[src/aro_pkg.sv]
// shared constants for the converter result and offset register block
// assumes a 32-bit classic wishbone bus with byte addresses

package aro_pkg;

    // ****************************************
    // bus and register map
    // ****************************************
    localparam int unsigned ARO_AW = 32;
    localparam int unsigned ARO_DW = 32;
    localparam int unsigned ARO_SW = 4;
    localparam logic [31:0] ARO_PRI_RESULT_OFS = 32'hFFFF051C;
    localparam logic [31:0] ARO_AUX_RESULT_OFS = 32'hFFFF0520;
    localparam logic [31:0] ARO_PRI_OFFSET_OFS = 32'hFFFF0524;
    localparam logic [31:0] ARO_STATUS_OFS = 32'hFFFF0540;
    localparam logic [31:0] ARO_MODE_OFS = 32'hFFFF0544;

    // ****************************************
    // field layouts and reset values
    // ****************************************
    localparam int unsigned ARO_RESULT_W = 24;
    localparam int unsigned ARO_COEF_W = 16;
    localparam logic [23:0] ARO_RESULT_RST = 24'h000000;
    localparam logic [15:0] ARO_COEF_RST = 16'h0000;
    localparam int unsigned ARO_STA_PRI_RDY_BIT = 0;
    localparam int unsigned ARO_STA_AUX_RDY_BIT = 1;
    localparam int unsigned ARO_MODE_LSB = 0;
    localparam int unsigned ARO_MODE_W = 3;
    localparam int unsigned ARO_MODE_PRI_EN_BIT = 3;
    localparam logic [31:0] ARO_DATA_ZERO = 32'h00000000;

    typedef enum logic [2:0] {
        ARO_MODE_OFF = 3'h0,
        ARO_MODE_IDLE = 3'h1,
        ARO_MODE_SINGLE = 3'h3,
        ARO_MODE_CONT = 3'h2,
        ARO_MODE_OFS_CAL = 3'h6
    } aro_mode_t;

    localparam aro_mode_t ARO_MODE_RST = ARO_MODE_OFF;
    localparam logic ARO_PRI_EN_RST = 1'b0;

    // ****************************************
    // timing
    // ****************************************
    localparam int unsigned ARO_CLK_PERIOD_NS = 4;
    localparam int unsigned ARO_IDLE_SETTLE_NS = 23000;
    localparam int unsigned ARO_IDLE_SETTLE_CYCLES =
        (ARO_IDLE_SETTLE_NS + ARO_CLK_PERIOD_NS - 1) / ARO_CLK_PERIOD_NS;

endpackage : aro_pkg

[src/aro_regs.sv]
// converter result and primary offset coefficient registers, wishbone slave
// assumes the converter datapath gives one-cycle valid pulses and a factory offset level

`timescale 1ns/100ps

module aro_regs #(
    parameter int unsigned IDLE_SETTLE_CYCLES = 5750
) (
    input wire logic ref_clk,
    input wire logic nrst,
    input wire logic wb_cyc_i,
    input wire logic wb_stb_i,
    input wire logic wb_we_i,
    input wire logic [aro_pkg::ARO_AW-1:0] wb_adr_i,
    input wire logic [aro_pkg::ARO_SW-1:0] wb_sel_i,
    input wire logic [aro_pkg::ARO_DW-1:0] wb_dat_i,
    output logic [aro_pkg::ARO_DW-1:0] wb_dat_o,
    output logic wb_ack_o,
    input wire logic pri_conv_valid,
    input wire logic [aro_pkg::ARO_RESULT_W-1:0] pri_conv_data,
    input wire logic aux_conv_valid,
    input wire logic [aro_pkg::ARO_RESULT_W-1:0] aux_conv_data,
    input wire logic cal_done,
    input wire logic [aro_pkg::ARO_COEF_W-1:0] cal_offset,
    input wire logic [aro_pkg::ARO_COEF_W-1:0] factory_offset,
    output logic [aro_pkg::ARO_MODE_W-1:0] converter_mode,
    output logic pri_enable,
    output logic [aro_pkg::ARO_COEF_W-1:0] primary_offset_coefficient,
    output logic pri_ready,
    output logic aux_ready
);
    import aro_pkg::*;

    initial begin
        if (IDLE_SETTLE_CYCLES < 1) begin
            $error("idle settle count must be at least one cycle");
        end
    end

    // ****************************************
    // helpers
    // ****************************************
    function automatic logic addr_hit(input logic [ARO_AW-1:0] adr, input logic [31:0] ofs);
        addr_hit = (adr == ofs);
    endfunction : addr_hit

    function automatic logic mode_legal(input logic [ARO_MODE_W-1:0] m);
        case (m)
            ARO_MODE_OFF, ARO_MODE_IDLE, ARO_MODE_SINGLE, ARO_MODE_CONT, ARO_MODE_OFS_CAL: begin
                mode_legal = 1'b1;
            end
            default: begin
                mode_legal = 1'b0;
            end
        endcase
    endfunction : mode_legal

    // ****************************************
    // state
    // ****************************************
    logic ack_r;
    logic ack_nxt;
    logic [ARO_DW-1:0] dat_r;
    logic [ARO_DW-1:0] dat_nxt;
    logic [ARO_RESULT_W-1:0] pri_res_r;
    logic [ARO_RESULT_W-1:0] pri_res_nxt;
    logic [ARO_RESULT_W-1:0] aux_res_r;
    logic [ARO_RESULT_W-1:0] aux_res_nxt;
    logic [1:0] rdy_r;
    logic [1:0] rdy_nxt;
    logic [ARO_COEF_W-1:0] coef_r;
    logic [ARO_COEF_W-1:0] coef_nxt;
    logic factory_load_r;
    logic factory_load_nxt;
    aro_mode_t mode_r;
    aro_mode_t mode_nxt;
    logic pri_en_r;
    logic pri_en_nxt;
    logic idle_ok;
    logic coef_wr_ok;
    logic req;
    logic rd;
    logic wr;

    // ****************************************
    // idle settling
    // ****************************************
    aro_idle_timer #(
        .SETTLE_CYCLES(IDLE_SETTLE_CYCLES)
    ) u_idle_timer (
        .ref_clk(ref_clk),
        .nrst(nrst),
        .idle_active(pri_en_r && (mode_r == ARO_MODE_IDLE)),
        .idle_ok(idle_ok)
    );

    // ****************************************
    // next-state logic
    // ****************************************
    always_comb begin
        req = wb_cyc_i && wb_stb_i && !ack_r;
        rd = req && !wb_we_i;
        wr = req && wb_we_i;
        // timer output lags the mode by a cycle, so gate on the live mode too
        coef_wr_ok = idle_ok && pri_en_r && (mode_r == ARO_MODE_IDLE);
        ack_nxt = req;
        dat_nxt = ARO_DATA_ZERO;
        pri_res_nxt = pri_res_r;
        aux_res_nxt = aux_res_r;
        rdy_nxt = rdy_r;
        coef_nxt = coef_r;
        factory_load_nxt = 1'b0;
        mode_nxt = mode_r;
        pri_en_nxt = pri_en_r;

        // read mux; unmapped reads answer zero
        if (rd && addr_hit(wb_adr_i, ARO_PRI_RESULT_OFS)) begin
            dat_nxt = {8'h00, pri_res_r};
            rdy_nxt = 2'b00;
        end else if (rd && addr_hit(wb_adr_i, ARO_AUX_RESULT_OFS)) begin
            dat_nxt = {8'h00, aux_res_r};
        end else if (rd && addr_hit(wb_adr_i, ARO_PRI_OFFSET_OFS)) begin
            dat_nxt = {16'h0000, coef_r};
        end else if (rd && addr_hit(wb_adr_i, ARO_STATUS_OFS)) begin
            dat_nxt = {30'h0000000, rdy_r};
        end else if (rd && addr_hit(wb_adr_i, ARO_MODE_OFS)) begin
            dat_nxt = {28'h0000000, pri_en_r, mode_r};
        end

        // new results only land while the flag is clear
        if (pri_conv_valid && !rdy_r[ARO_STA_PRI_RDY_BIT]) begin
            pri_res_nxt = pri_conv_data;
            rdy_nxt[ARO_STA_PRI_RDY_BIT] = 1'b1;
        end
        if (aux_conv_valid && !rdy_r[ARO_STA_AUX_RDY_BIT]) begin
            aux_res_nxt = aux_conv_data;
            rdy_nxt[ARO_STA_AUX_RDY_BIT] = 1'b1;
        end

        // mode register write
        if (wr && addr_hit(wb_adr_i, ARO_MODE_OFS) && wb_sel_i[0]) begin
            pri_en_nxt = wb_dat_i[ARO_MODE_PRI_EN_BIT];
            if (mode_legal(wb_dat_i[ARO_MODE_LSB +: ARO_MODE_W])) begin
                mode_nxt = aro_mode_t'(wb_dat_i[ARO_MODE_LSB +: ARO_MODE_W]);
            end
        end

        // coefficient: factory load, then calibration, then software
        if (factory_load_r) begin
            coef_nxt = factory_offset;
        end else if (cal_done && (mode_r == ARO_MODE_OFS_CAL)) begin
            coef_nxt = cal_offset;
            mode_nxt = ARO_MODE_IDLE;
        end else if (wr && addr_hit(wb_adr_i, ARO_PRI_OFFSET_OFS) && coef_wr_ok) begin
            if (wb_sel_i[0]) begin
                coef_nxt[7:0] = wb_dat_i[7:0];
            end
            if (wb_sel_i[1]) begin
                coef_nxt[15:8] = wb_dat_i[15:8];
            end
        end
        // writes to result addresses fall through with no effect
    end

    // ****************************************
    // registers
    // ****************************************
    always_ff @(posedge ref_clk or negedge nrst) begin
        if (!nrst) begin
            ack_r <= 1'b0;
            dat_r <= ARO_DATA_ZERO;
            pri_res_r <= ARO_RESULT_RST;
            aux_res_r <= ARO_RESULT_RST;
            rdy_r <= 2'b00;
            coef_r <= ARO_COEF_RST;
            factory_load_r <= 1'b1;
            mode_r <= ARO_MODE_RST;
            pri_en_r <= ARO_PRI_EN_RST;
        end else begin
            ack_r <= ack_nxt;
            dat_r <= dat_nxt;
            pri_res_r <= pri_res_nxt;
            aux_res_r <= aux_res_nxt;
            rdy_r <= rdy_nxt;
            coef_r <= coef_nxt;
            factory_load_r <= factory_load_nxt;
            mode_r <= mode_nxt;
            pri_en_r <= pri_en_nxt;
        end
    end

    assign wb_ack_o = ack_r;
    assign wb_dat_o = dat_r;
    assign converter_mode = mode_r;
    assign pri_enable = pri_en_r;
    assign primary_offset_coefficient = coef_r;
    assign pri_ready = rdy_r[ARO_STA_PRI_RDY_BIT];
    assign aux_ready = rdy_r[ARO_STA_AUX_RDY_BIT];

endmodule : aro_regs

[src/aro_idle_timer.sv]
// idle qualification timer: flags when the converter has stayed idle long enough
// assumes idle_active is synchronous to ref_clk

`timescale 1ns/100ps

module aro_idle_timer #(
    parameter int unsigned SETTLE_CYCLES = 5750
) (
    input wire logic ref_clk,
    input wire logic nrst,
    input wire logic idle_active,
    output logic idle_ok
);
    import aro_pkg::*;

    localparam int unsigned CW = $clog2(SETTLE_CYCLES + 1);
    localparam logic [CW-1:0] LIMIT = CW'(SETTLE_CYCLES);

    logic [CW-1:0] cnt_r;
    logic [CW-1:0] cnt_nxt;
    logic ok_r;
    logic ok_nxt;

    initial begin
        if (SETTLE_CYCLES < 1) begin
            $error("settle count must be at least one cycle");
        end
    end

    // ****************************************
    // settle counter
    // ****************************************
    always_comb begin
        cnt_nxt = cnt_r;
        if (!idle_active) begin
            cnt_nxt = '0;
        end else if (cnt_r < LIMIT) begin
            cnt_nxt = cnt_r + CW'(1);
        end
        ok_nxt = idle_active && (cnt_nxt == LIMIT);
    end

    always_ff @(posedge ref_clk or negedge nrst) begin
        if (!nrst) begin
            cnt_r <= '0;
            ok_r <= 1'b0;
        end else begin
            cnt_r <= cnt_nxt;
            ok_r <= ok_nxt;
        end
    end

    assign idle_ok = ok_r;

endmodule : aro_idle_timer

[config.mk]
export PLATFORM = sky130hd
export DESIGN_NAME = aro_regs
export DESIGN_NICKNAME = d
export VERILOG_FILES = /design/src/aro_pkg.sv /design/src/aro_regs.sv /design/src/aro_idle_timer.sv
export SDC_FILE = /design/constraint.sdc
export NUM_CORES = 1
export LEC_CHECK = 0
export ABC_AREA = 1
export BUFFER_PORTS_ARGS = -buffer_cell sky130_fd_sc_hd__buf_4
export CAP_MARGIN = 20
export CORE_AREA = 2 2 93 131
export CTS_BUF_LIST = sky130_fd_sc_hd__clkbuf_16
export CTS_CLUSTER_DIAMETER = 200
export DETAILED_ROUTE_END_ITERATION = 8
export DIE_AREA = 0 0 95 133
export PLACE_DENSITY_LB_ADDON = 0.08
export SLEW_MARGIN = 20
export SYNTH_ARGS = -nofsm -noshare
export SYNTH_HDL_FRONTEND = slang
export SYNTH_HIERARCHICAL = 1
export SYNTH_SLANG_ARGS = --single-unit
[constraint.sdc]
create_clock -name ref_clk -period 3.25 [get_ports ref_clk]
set_input_delay 0.325 -clock ref_clk [delete_from_list [all_inputs] [get_ports ref_clk]]
set_output_delay 0.325 -clock ref_clk [all_outputs]
set_load 0.03 [all_outputs]
Yosys cells after proc, flatten, opt, wreduce, memory -nomap -nowiden
Cells that the tools add are included.
- bits in registers: 118
- latch bits: 0
- bits in writable memories: 0
- bits in read-only memories: 0
- bits of input ports: 156
- output and inout bits: 55
- logic and storage cells: 81
- memories: 0
- $add $sub $neg: 1
- $mul: 0
- div/mod/pow operators: 0
- order comparisons: 1
- equality and inequality tests: 12
- shifts and indexed selects: 0
- multiplexer cells: 21
- bitwise operators: 0
- reductions and logical operators: 33
- operator list (operator ; count):
    32-bit == test, second input constant ; 5
    16-bit 2-to-1 mux ; 4
    24-bit 2-to-1 mux ; 2
    13-bit 2-to-1 mux ; 2
    1-bit logical AND ; 20
    8-bit 2-to-1 mux ; 2
    13-bit by 1-bit adder with 13-bit output, second input constant ; 1
    13-bit == test, second input constant ; 1
    13-bit < comparator, second input constant ; 1
    3-bit 2-to-1 mux ; 4
    3-bit nonzero test ; 3
    4-bit 2-to-1 mux ; 2
    3-bit by 1-bit == test with 1-bit output, second input constant ; 2
    3-bit by 2-bit == test with 1-bit output, second input constant ; 2
    3-bit == test, second input constant ; 2
    5-bit OR reduction ; 1
    1-bit logical NOT ; 4
    1-bit 2-to-1 mux ; 4
    2-bit AND reduction ; 2
    2-bit nonzero test ; 2
    3-bit logical NOT ; 1
    2-bit 2-to-1 mux ; 1

Depth between registers and ports, before layout
Gate-level depths: netlist of run 1.
- word-level depth: 10
- depth in mapped cells: 14
- gate-level depth less buffers: 13

Hierarchy
Netlist of run 1, hierarchy kept.
- by module, submodules not included (module ; times used ; cells an instance ; area each (µm²) ; seq. area each (µm²)):
    aro_regs ; 1 ; 473 ; 4566.9 ; 2403.6
    aro_idle_timer ; 1 ; 157 ; 1048.5 ; 350.3

Worst setup path after synthesis of run 1
Ideal clock, no wire load.
- path kind: register to register
- start: reg rdy_r[1]
- end: reg aux_res_r[15]
- library setup time: 125 ps
- arrival time: 1475 ps
- required time: 3125 ps
- setup slack: 1650 ps
- cell stages (with the launch flop): 5
- buffers on the path: 1
- clock period less this slack: 1600 ps
- cell sequence: dfrtp_1 -> inv_1 -> nand2_1 -> clkbuf_1 -> mux2_2
- longest elaborated chain between the ends: 2
- ends and longest elaborated chain (element ; line ; text):
    from (decl) ; aro_regs.sv:69 ; logic [1:0] rdy_r;
    from (signal assigned) ; aro_regs.sv:184 ; rdy_r <= rdy_nxt;
    1-bit logical NOT ; aro_regs.sv:135 ; if (aux_conv_valid && !rdy_r[ARO_STA_AUX_RDY_BIT]) begin
    1-bit logical AND ; aro_regs.sv:135 ;
    to (signal assigned) ; aro_regs.sv:183 ; aux_res_r <= aux_res_nxt;
    to (decl) ; aro_regs.sv:67 ; logic [ARO_RESULT_W-1:0] aux_res_r;
Every way passes these cells.
A chain may end at the register's enable or synchronous reset.

Worst setup path after layout of run 1
- start: reg factory_load_r
- end: reg coef_r[7] (netlist: primary_offset_coefficient[7])
- longest elaborated chain between the ends: 2
- elaborated cells on any way between the ends: 4
- those cells by class: 1 x mux; 3 x reduce/logical
- ends and longest elaborated chain (element ; line ; text):
    from (decl) ; aro_regs.sv:73 ; logic factory_load_r;
    from (signal assigned) ; aro_regs.sv:186 ; factory_load_r <= factory_load_nxt;
    3-bit nonzero test (no line) ; n/a ;
    2-bit AND reduction (no line) ; n/a ;
    to (signal assigned) ; aro_regs.sv:185 ; coef_r <= coef_nxt;
    to (decl) ; aro_regs.sv:71 ; logic [ARO_COEF_W-1:0] coef_r;
Several ways; a longest one is shown, not always the timed one.

==> flow_summary_export.csv, run 1 <==
group,metric,value,unit
clock_tree,cts_hold_buf,0,
synth,ys_seq_elements,110,
detailed_routing,viasPerCell,5.17,
timing,finalWorstPathRequiredPeriod,2.42,ns
timing,setup_viol,0,
layout,drive_above_1_share,35.6,%
timing,worst_pin_slew,0.776,ns
timing,min_period_over_period,74.5,%
detailed_routing,vias,4970,
layout,fin_nets,967,
power_and_ir_drop,switching_share,25.9,%
critical_path,cp-start-kind,"flip-flop",
floorplanning,start_util,48.5,%
layout,synthToLayoutAreaGrowth,31.0,%
floorplanning,die_w,95,um
power_and_ir_drop,power_switching,0.000729,W
placed_design,globalplace.congestion,0.859,
timing,finClkSkew,0.00757,ns
clock_tree,tritoncts,"done",
floorplanning,core_area,0.0116,mm2
floorplanning,die_h,133,um
layout,regArea,0.00275,mm2
critical_path,critPathLaunch,"factory_load_r$_DFF_PN1_",
layout,utilization,63.5,%
critical_path,required,3.48,ns
run_status,status,"finished, final reports clean",
clock_tree,clk_pin_slew,0.08,ns
synth,synth_cells,630,
critical_path,path_class,"reg -> reg",
detailed_routing,wire_per_inst,15.9,um
detailed_routing,drt_iter0_markers,224,
timing,relSlewSlack,48.2,%
floorplanning,rows,47,
synth,yosysTopAreaCell,"dfrtp_1",
clock_tree,htree_levels,3,
synth,ys.warnings.count,6,
clock_tree,clk_latency,0.35,ns
synth,synth_top_cell_area_share,48.6,%
synth,yosys_most_used_dff,"dfrtp_1",
synth,yosysMostFrequentCell,"nand2_1",
global_routing,grt_usage,24.7,%
timing,hold_viol_final,0,
critical_path,worst_setup_path_end_kind,"flip-flop",
power_and_ir_drop,pwr-share-clk,37.9,%
timing,rsz0062_at_grt,"no",
clock_tree,root_buffer,"clkbuf_16",
synth,synth_edf_count,0,
detailed_routing,drt_pass1_iterations,5,
clock_tree,clkSinkCount,110,
floorplanning,ios,211,
critical_path,slowest_delay,0.76,ns
hold_path,worstHoldPathType,"in -> async",
critical_path,crit_arrival,2.65,ns
critical_path,crit_top_cell,"nand2_1",
power_and_ir_drop,power_density,383,mW/mm2
timing,max_freq,413,MHz
clock_tree,post_cts_resized,0,
detailed_routing,routed_wl,15.3,mm
layout,multiInputGateArea,0.00246,mm2
global_routing,grt_start_max_net_pins,88,
detailed_routing,drc_errors,0,
clock_tree,cts_setup_buffers,0,
synth,yosys-top-cells-count,"nand2_1 (138), dfrtp_1 (109), nand3_1 (58)",
power_and_ir_drop,p_leak,3.98,nW
detailed_routing,antenna_left,0,
layout,n_antenna_cell,0,
global_routing,antenna_found_initial,0,
power_and_ir_drop,vdd_drop_max,0.332,mV
power_and_ir_drop,combinationalPowerShare,11.8,%
critical_path,crit_chain,"clkinv_1, nand2_1, inv_1, nand2_1, nand2_1, a21oi_1, a21oi_1",
global_routing,grt_pass1_vias,4926,
clock_tree,cts_inserted_buffers,9,
synth,netlist_area,0.00562,mm2
synth,netlist-cell-type-count,38,
flow_run,maxCapViolCount,0,
global_routing,grt_pass1_wl,23.8,mm
layout,fillers,1002,
critical_path,cp_max_fo,20,
power_and_ir_drop,p_seq_share,50.3,%
synth,ys_seq_area_share,49.0,%
placed_design,hpwlAfterDp,11.7,mm
global_routing,gr-total-overflow,0,
synth,async_flop_share,100,%
synth,synthTopCellsByArea,"dfrtp_1 (49%), mux2_2 (9.8%), nand2_1 (9.2%)",
floorplanning,die_area,0.0126,mm2
critical_path,r2r_start,"factory_load_r$_DFF_PN1_",
clock_tree,clockBufferDepth,2,
timing,final.setup.tns,0,ns
critical_path,slowest_stage,"dfstp_2",
placed_design,portBuffers,184,
power_and_ir_drop,internal_power,0.00209,W
synth,synth_area_per_cell,8.91,um2
timing,slew_viol_final,0,
## cells by family after synthesis
kind of cell / after synthesis / share of synthesized area [%]
adders and majority gates: 1 / 0.223
DFF: 110 / 49.0
AOI/OAI and AO/OA: 75 / 7.84
and+or+nand+nor: 302 / 25.2
buffers and inverters: 91 / 7.60
xor gates and xnor gates: 1 / 0.156
other: 1 / 0.0668
muxes: 49 / 9.83
## per-layer routing
layer	part of all wire, %	routed length (um)	global-route usage (%)
met5	0	0	0
met4	3.9	602	11.7
met3	5.2	796	3.19
met2	54	8260	45.2
met1	37	5610	27.5
## power by group through the flow
stage          combinational [W]  clock (W)  sequential [W]
2_1_floorplan          0.0000897          0         0.00148
5_1_grt                 0.000361    0.00114         0.00142
3_5_place_dp            0.000333          0         0.00145
4_1_cts                 0.000334    0.00109         0.00142
6_report                0.000332    0.00107         0.00142
3_3_place_gp            0.000328          0         0.00144
## metrics by stage
step           total power [W]  hold slack, ns  instance area (um2)  cells  worst slack (ns)
6_report               0.00282          0.0236                 7360    962             0.828
5_1_grt                0.00292          0.0893                 7360    962             0.637
4_1_cts                0.00284           0.184                 7350    962             0.876
3_5_place_dp           0.00178           0.480                 7060    946             0.808
3_3_place_gp           0.00177           0.458                 7060    946             0.907
2_1_floorplan          0.00157          0.0294                 5650    638              1.65
## critical path, delay by kind of cell (launching register included)
| kind | cells | cell delay, ns |
|---|---|---|
| DFF | 1 | 0.76 |
| buffers and inverters | 2 | 0.75 |
| and+or+nand+nor | 3 | 0.48 |
| AOI/OAI and AO/OA | 2 | 0.31 |
## cell type report
cell class,count,share of cell area (%)
inverter,62,3.16
sequential,110,37.4
timing repair buffer,190,19.4
multi-input combinational,437,33.5
clock buffer,9,3.06
clock inverter,7,0.918
tap,147,2.50
## flip-flops by register name, summed over array words and instances, names as in the netlist
name                        cells
aux_res_r                      24
factory_load_r                  1
converter_mode                  3
wb_dat_o                       24
rdy_r                           2
u_idle_timer/cnt_r             13
pri_enable                      1
u_idle_timer/idle_ok            1
primary_offset_coefficient     16
wb_ack_o                        1
pri_res_r                      24
## path summary, 6_finish.rpt
check / end / slack [ns] / cells past startpoint
worst max-delay path: primary_offset_coefficient[7]$_DFFE_PN0P_ / 0.83 / 7
worst min-delay path: wb_dat_o[11]$_DFF_PN0_ / 0.02 / 1
worst max register to register: primary_offset_coefficient[7]$_DFFE_PN0P_ / 0.83 / 7
worst min register to register: wb_dat_o[2]$_DFF_PN0_ / 0.49 / 2
max in group asynchronous: pri_res_r[23]$_DFFE_PN0P_ / 2.50 / 2
min in group ref_clk: aux_res_r[19]$_DFFE_PN0P_ / 0.20 / 2
## layout by cell type (no fill, tap or decap), drive strengths merged, types with 3 or more instances in the layout
master | Yosys | routed
buf | 24 | 190
nand2 | 149 | 149
dfrtp | 109 | 109
nor2 | 70 | 70
inv | 61 | 65
nand3 | 60 | 60
mux2 | 49 | 49
a21oi | 32 | 32
o21ai | 19 | 19
nand4 | 16 | 16
a31oi | 13 | 13
conb | 1 | 9
clkbuf | 5 | 9
a22o | 8 | 8
nor3 | 6 | 6
clkinv | 1 | 3
(Power assumes the default switching activity.)
==> inputs of run 2 (changes only) <==
- CORE_AREA: 2 2 93 131 -> 2 2 98 138
- DIE_AREA: 0 0 95 133 -> 0 0 100 140
- clock period: 3.25 -> 2.14 ns (I/O delays scaled with it)
==> flow_summary_export.csv, run 2 (same netlist as run 1, synthesis figures left out) <==
group,metric,value,unit
run_status,status,"finished, final reports clean",
timing,max_freq,536,MHz
timing,worst_pin_slew,0.548,ns
power_and_ir_drop,p_total,0.00447,W
power_and_ir_drop,p_leak,4.02,nW
placed_design,dpl_cell_area,0.00711,mm2
global_routing,grt_usage,22.9,%
timing,relSlewSlack,63.4,%
hold_path,worstHoldPathType,"in -> reg",
clock_tree,post_cts_resized,0,
layout,n_antenna_cell,0,
floorplanning,die_h,140,um
floorplanning,ios,211,
critical_path,required,2.36,ns
timing,final.setup.tns,0,ns
layout,fin_area,0.00744,mm2
global_routing,gr-total-overflow,0,
timing,finClkSkew,0.00766,ns
timing,setup_slack,0.276,ns
layout,final_cell_mix,"buf_4 (193), nand2_1 (138), dfrtp_1 (109), nand3_1 (58), inv_1 (57)",
detailed_routing,drt_iter0_markers,201,
clock_tree,cts_hold_buf,1,
clock_tree,root_buffer,"clkbuf_16",
floorplanning,die_w,100,um
global_routing,grt_pass1_wl,25.1,mm
critical_path,path_class,"reg -> reg",
timing,hold_viol_final,0,
placed_design,globalplace.congestion,0.898,
detailed_routing,antenna_left,0,
clock_tree,cts_setup_buffers,0,
critical_path,r2r_start,"converter_mode[0]$_DFF_PN0_",
hold_path,min_from,"pri_conv_data[9]",
power_and_ir_drop,power_density,601,mW/mm2
placed_design,dp_slack,0.310,ns
layout,multiInputGateArea,0.00246,mm2
placed_design,hpwlAfterDp,12.0,mm
timing,min_period_over_period,87.1,%
detailed_routing,drc_errors,0,
global_routing,grt_start_max_net_pins,49,
flow_run,maxCapViolCount,0,
global_routing,antenna_found_initial,0,
timing,slew_viol_final,0,
floorplanning,die_area,0.0140,mm2
clock_tree,clockBufferDepth,2,
timing,finalWorstPathRequiredPeriod,1.86,ns
critical_path,cp-start-kind,"flip-flop",
clock_tree,clkSinkCount,110,
critical_path,crit_arrival,2.08,ns
clock_tree,htree_levels,3,
critical_path,critPathLaunch,"converter_mode[0]$_DFF_PN0_",
clock_tree,cts_inserted_buffers,9,
detailed_routing,routed_wl,15.7,mm
power_and_ir_drop,vdd_drop_max,0.459,mV
detailed_routing,vias,5017,
floorplanning,core_area,0.0128,mm2
critical_path,worst_setup_path_end_kind,"flip-flop",
critical_path,cp_max_fo,16,
detailed_routing,drt_pass1_iterations,4,
clock_tree,clk_pin_slew,0.08,ns
layout,fillers,1173,
clock_tree,tritoncts,"done",
detailed_routing,viasPerCell,5.16,
layout,fin_nets,972,
floorplanning,rows,49,
global_routing,grt_pass1_vias,5117,
placed_design,portBuffers,184,
detailed_routing,wire_per_inst,16.2,um
timing,rsz0062_at_grt,"no",
layout,final_common_cell,"buf_4",
layout,drive_above_1_share,35.8,%
floorplanning,start_util,44.0,%
layout,regArea,0.00275,mm2
clock_tree,clk_latency,0.35,ns
timing,setup_viol,0,
layout,synthToLayoutAreaGrowth,32.5,%
run 2: where the power goes:
part           internal [W]  switching (W)
clock network       0.00103       0.000774
logic              0.000248       0.000269
registers           0.00211      0.0000379
total               0.00339        0.00108
run 2: through the flow:
step	hold WS (ns)	util [%]	instances
after floorplan	-0.0816	-	638
after global placement	0.180	55.8	956
after detailed placement	0.190	55.8	956
after CTS	0.0797	58.3	972
after global routing	0.0784	58.3	972
final	0.0902	58.3	972
run 2: routing by layer:
layer  global-route usage (%)  part of all wire (%)  vias to the layer above
met5                        0                     0                        -
met4                     8.07                   2.3                        0
met3                     4.89                   6.3                       22
met2                     42.4                    54                      168
met1                     25.6                    37                     2401
li1                         -                     -                     2426
run 2: worst max-delay path: stages, from the launching register on:
cell and delay [ns]:
dfrtp_1 0.43, inv_1 0.08, nand4_1 0.16, nand2_1 0.11
inv_1 0.43, nand2_2 0.30, nand2_1 0.12, o21ai_0 0.09
run 2: layout make-up:
type	count	share of cell area, %
Clock buffer	9	3.03
Clock inverter	6	1.24
Inverter	62	3.13
Multi-Input combinational cell	437	33.1
Sequential cell	110	37.0
Tap cell	153	2.57
Timing Repair Buffer	195	19.9
run 2: final timing paths:
path	endpoint	slack, ns	cells past startpoint
worst max-delay path	primary_offset_coefficient[1]$_DFFE_PN0P_	0.28	7
worst min-delay path	pri_res_r[9]$_DFFE_PN0P_	0.09	2
worst max register to register	primary_offset_coefficient[1]$_DFFE_PN0P_	0.28	7
worst min register to register	wb_dat_o[3]$_DFF_PN0_	0.47	2
max in group asynchronous	pri_res_r[18]$_DFFE_PN0P_	1.01	3
min in group asynchronous	pri_res_r[8]$_DFFE_PN0P_	0.36	2
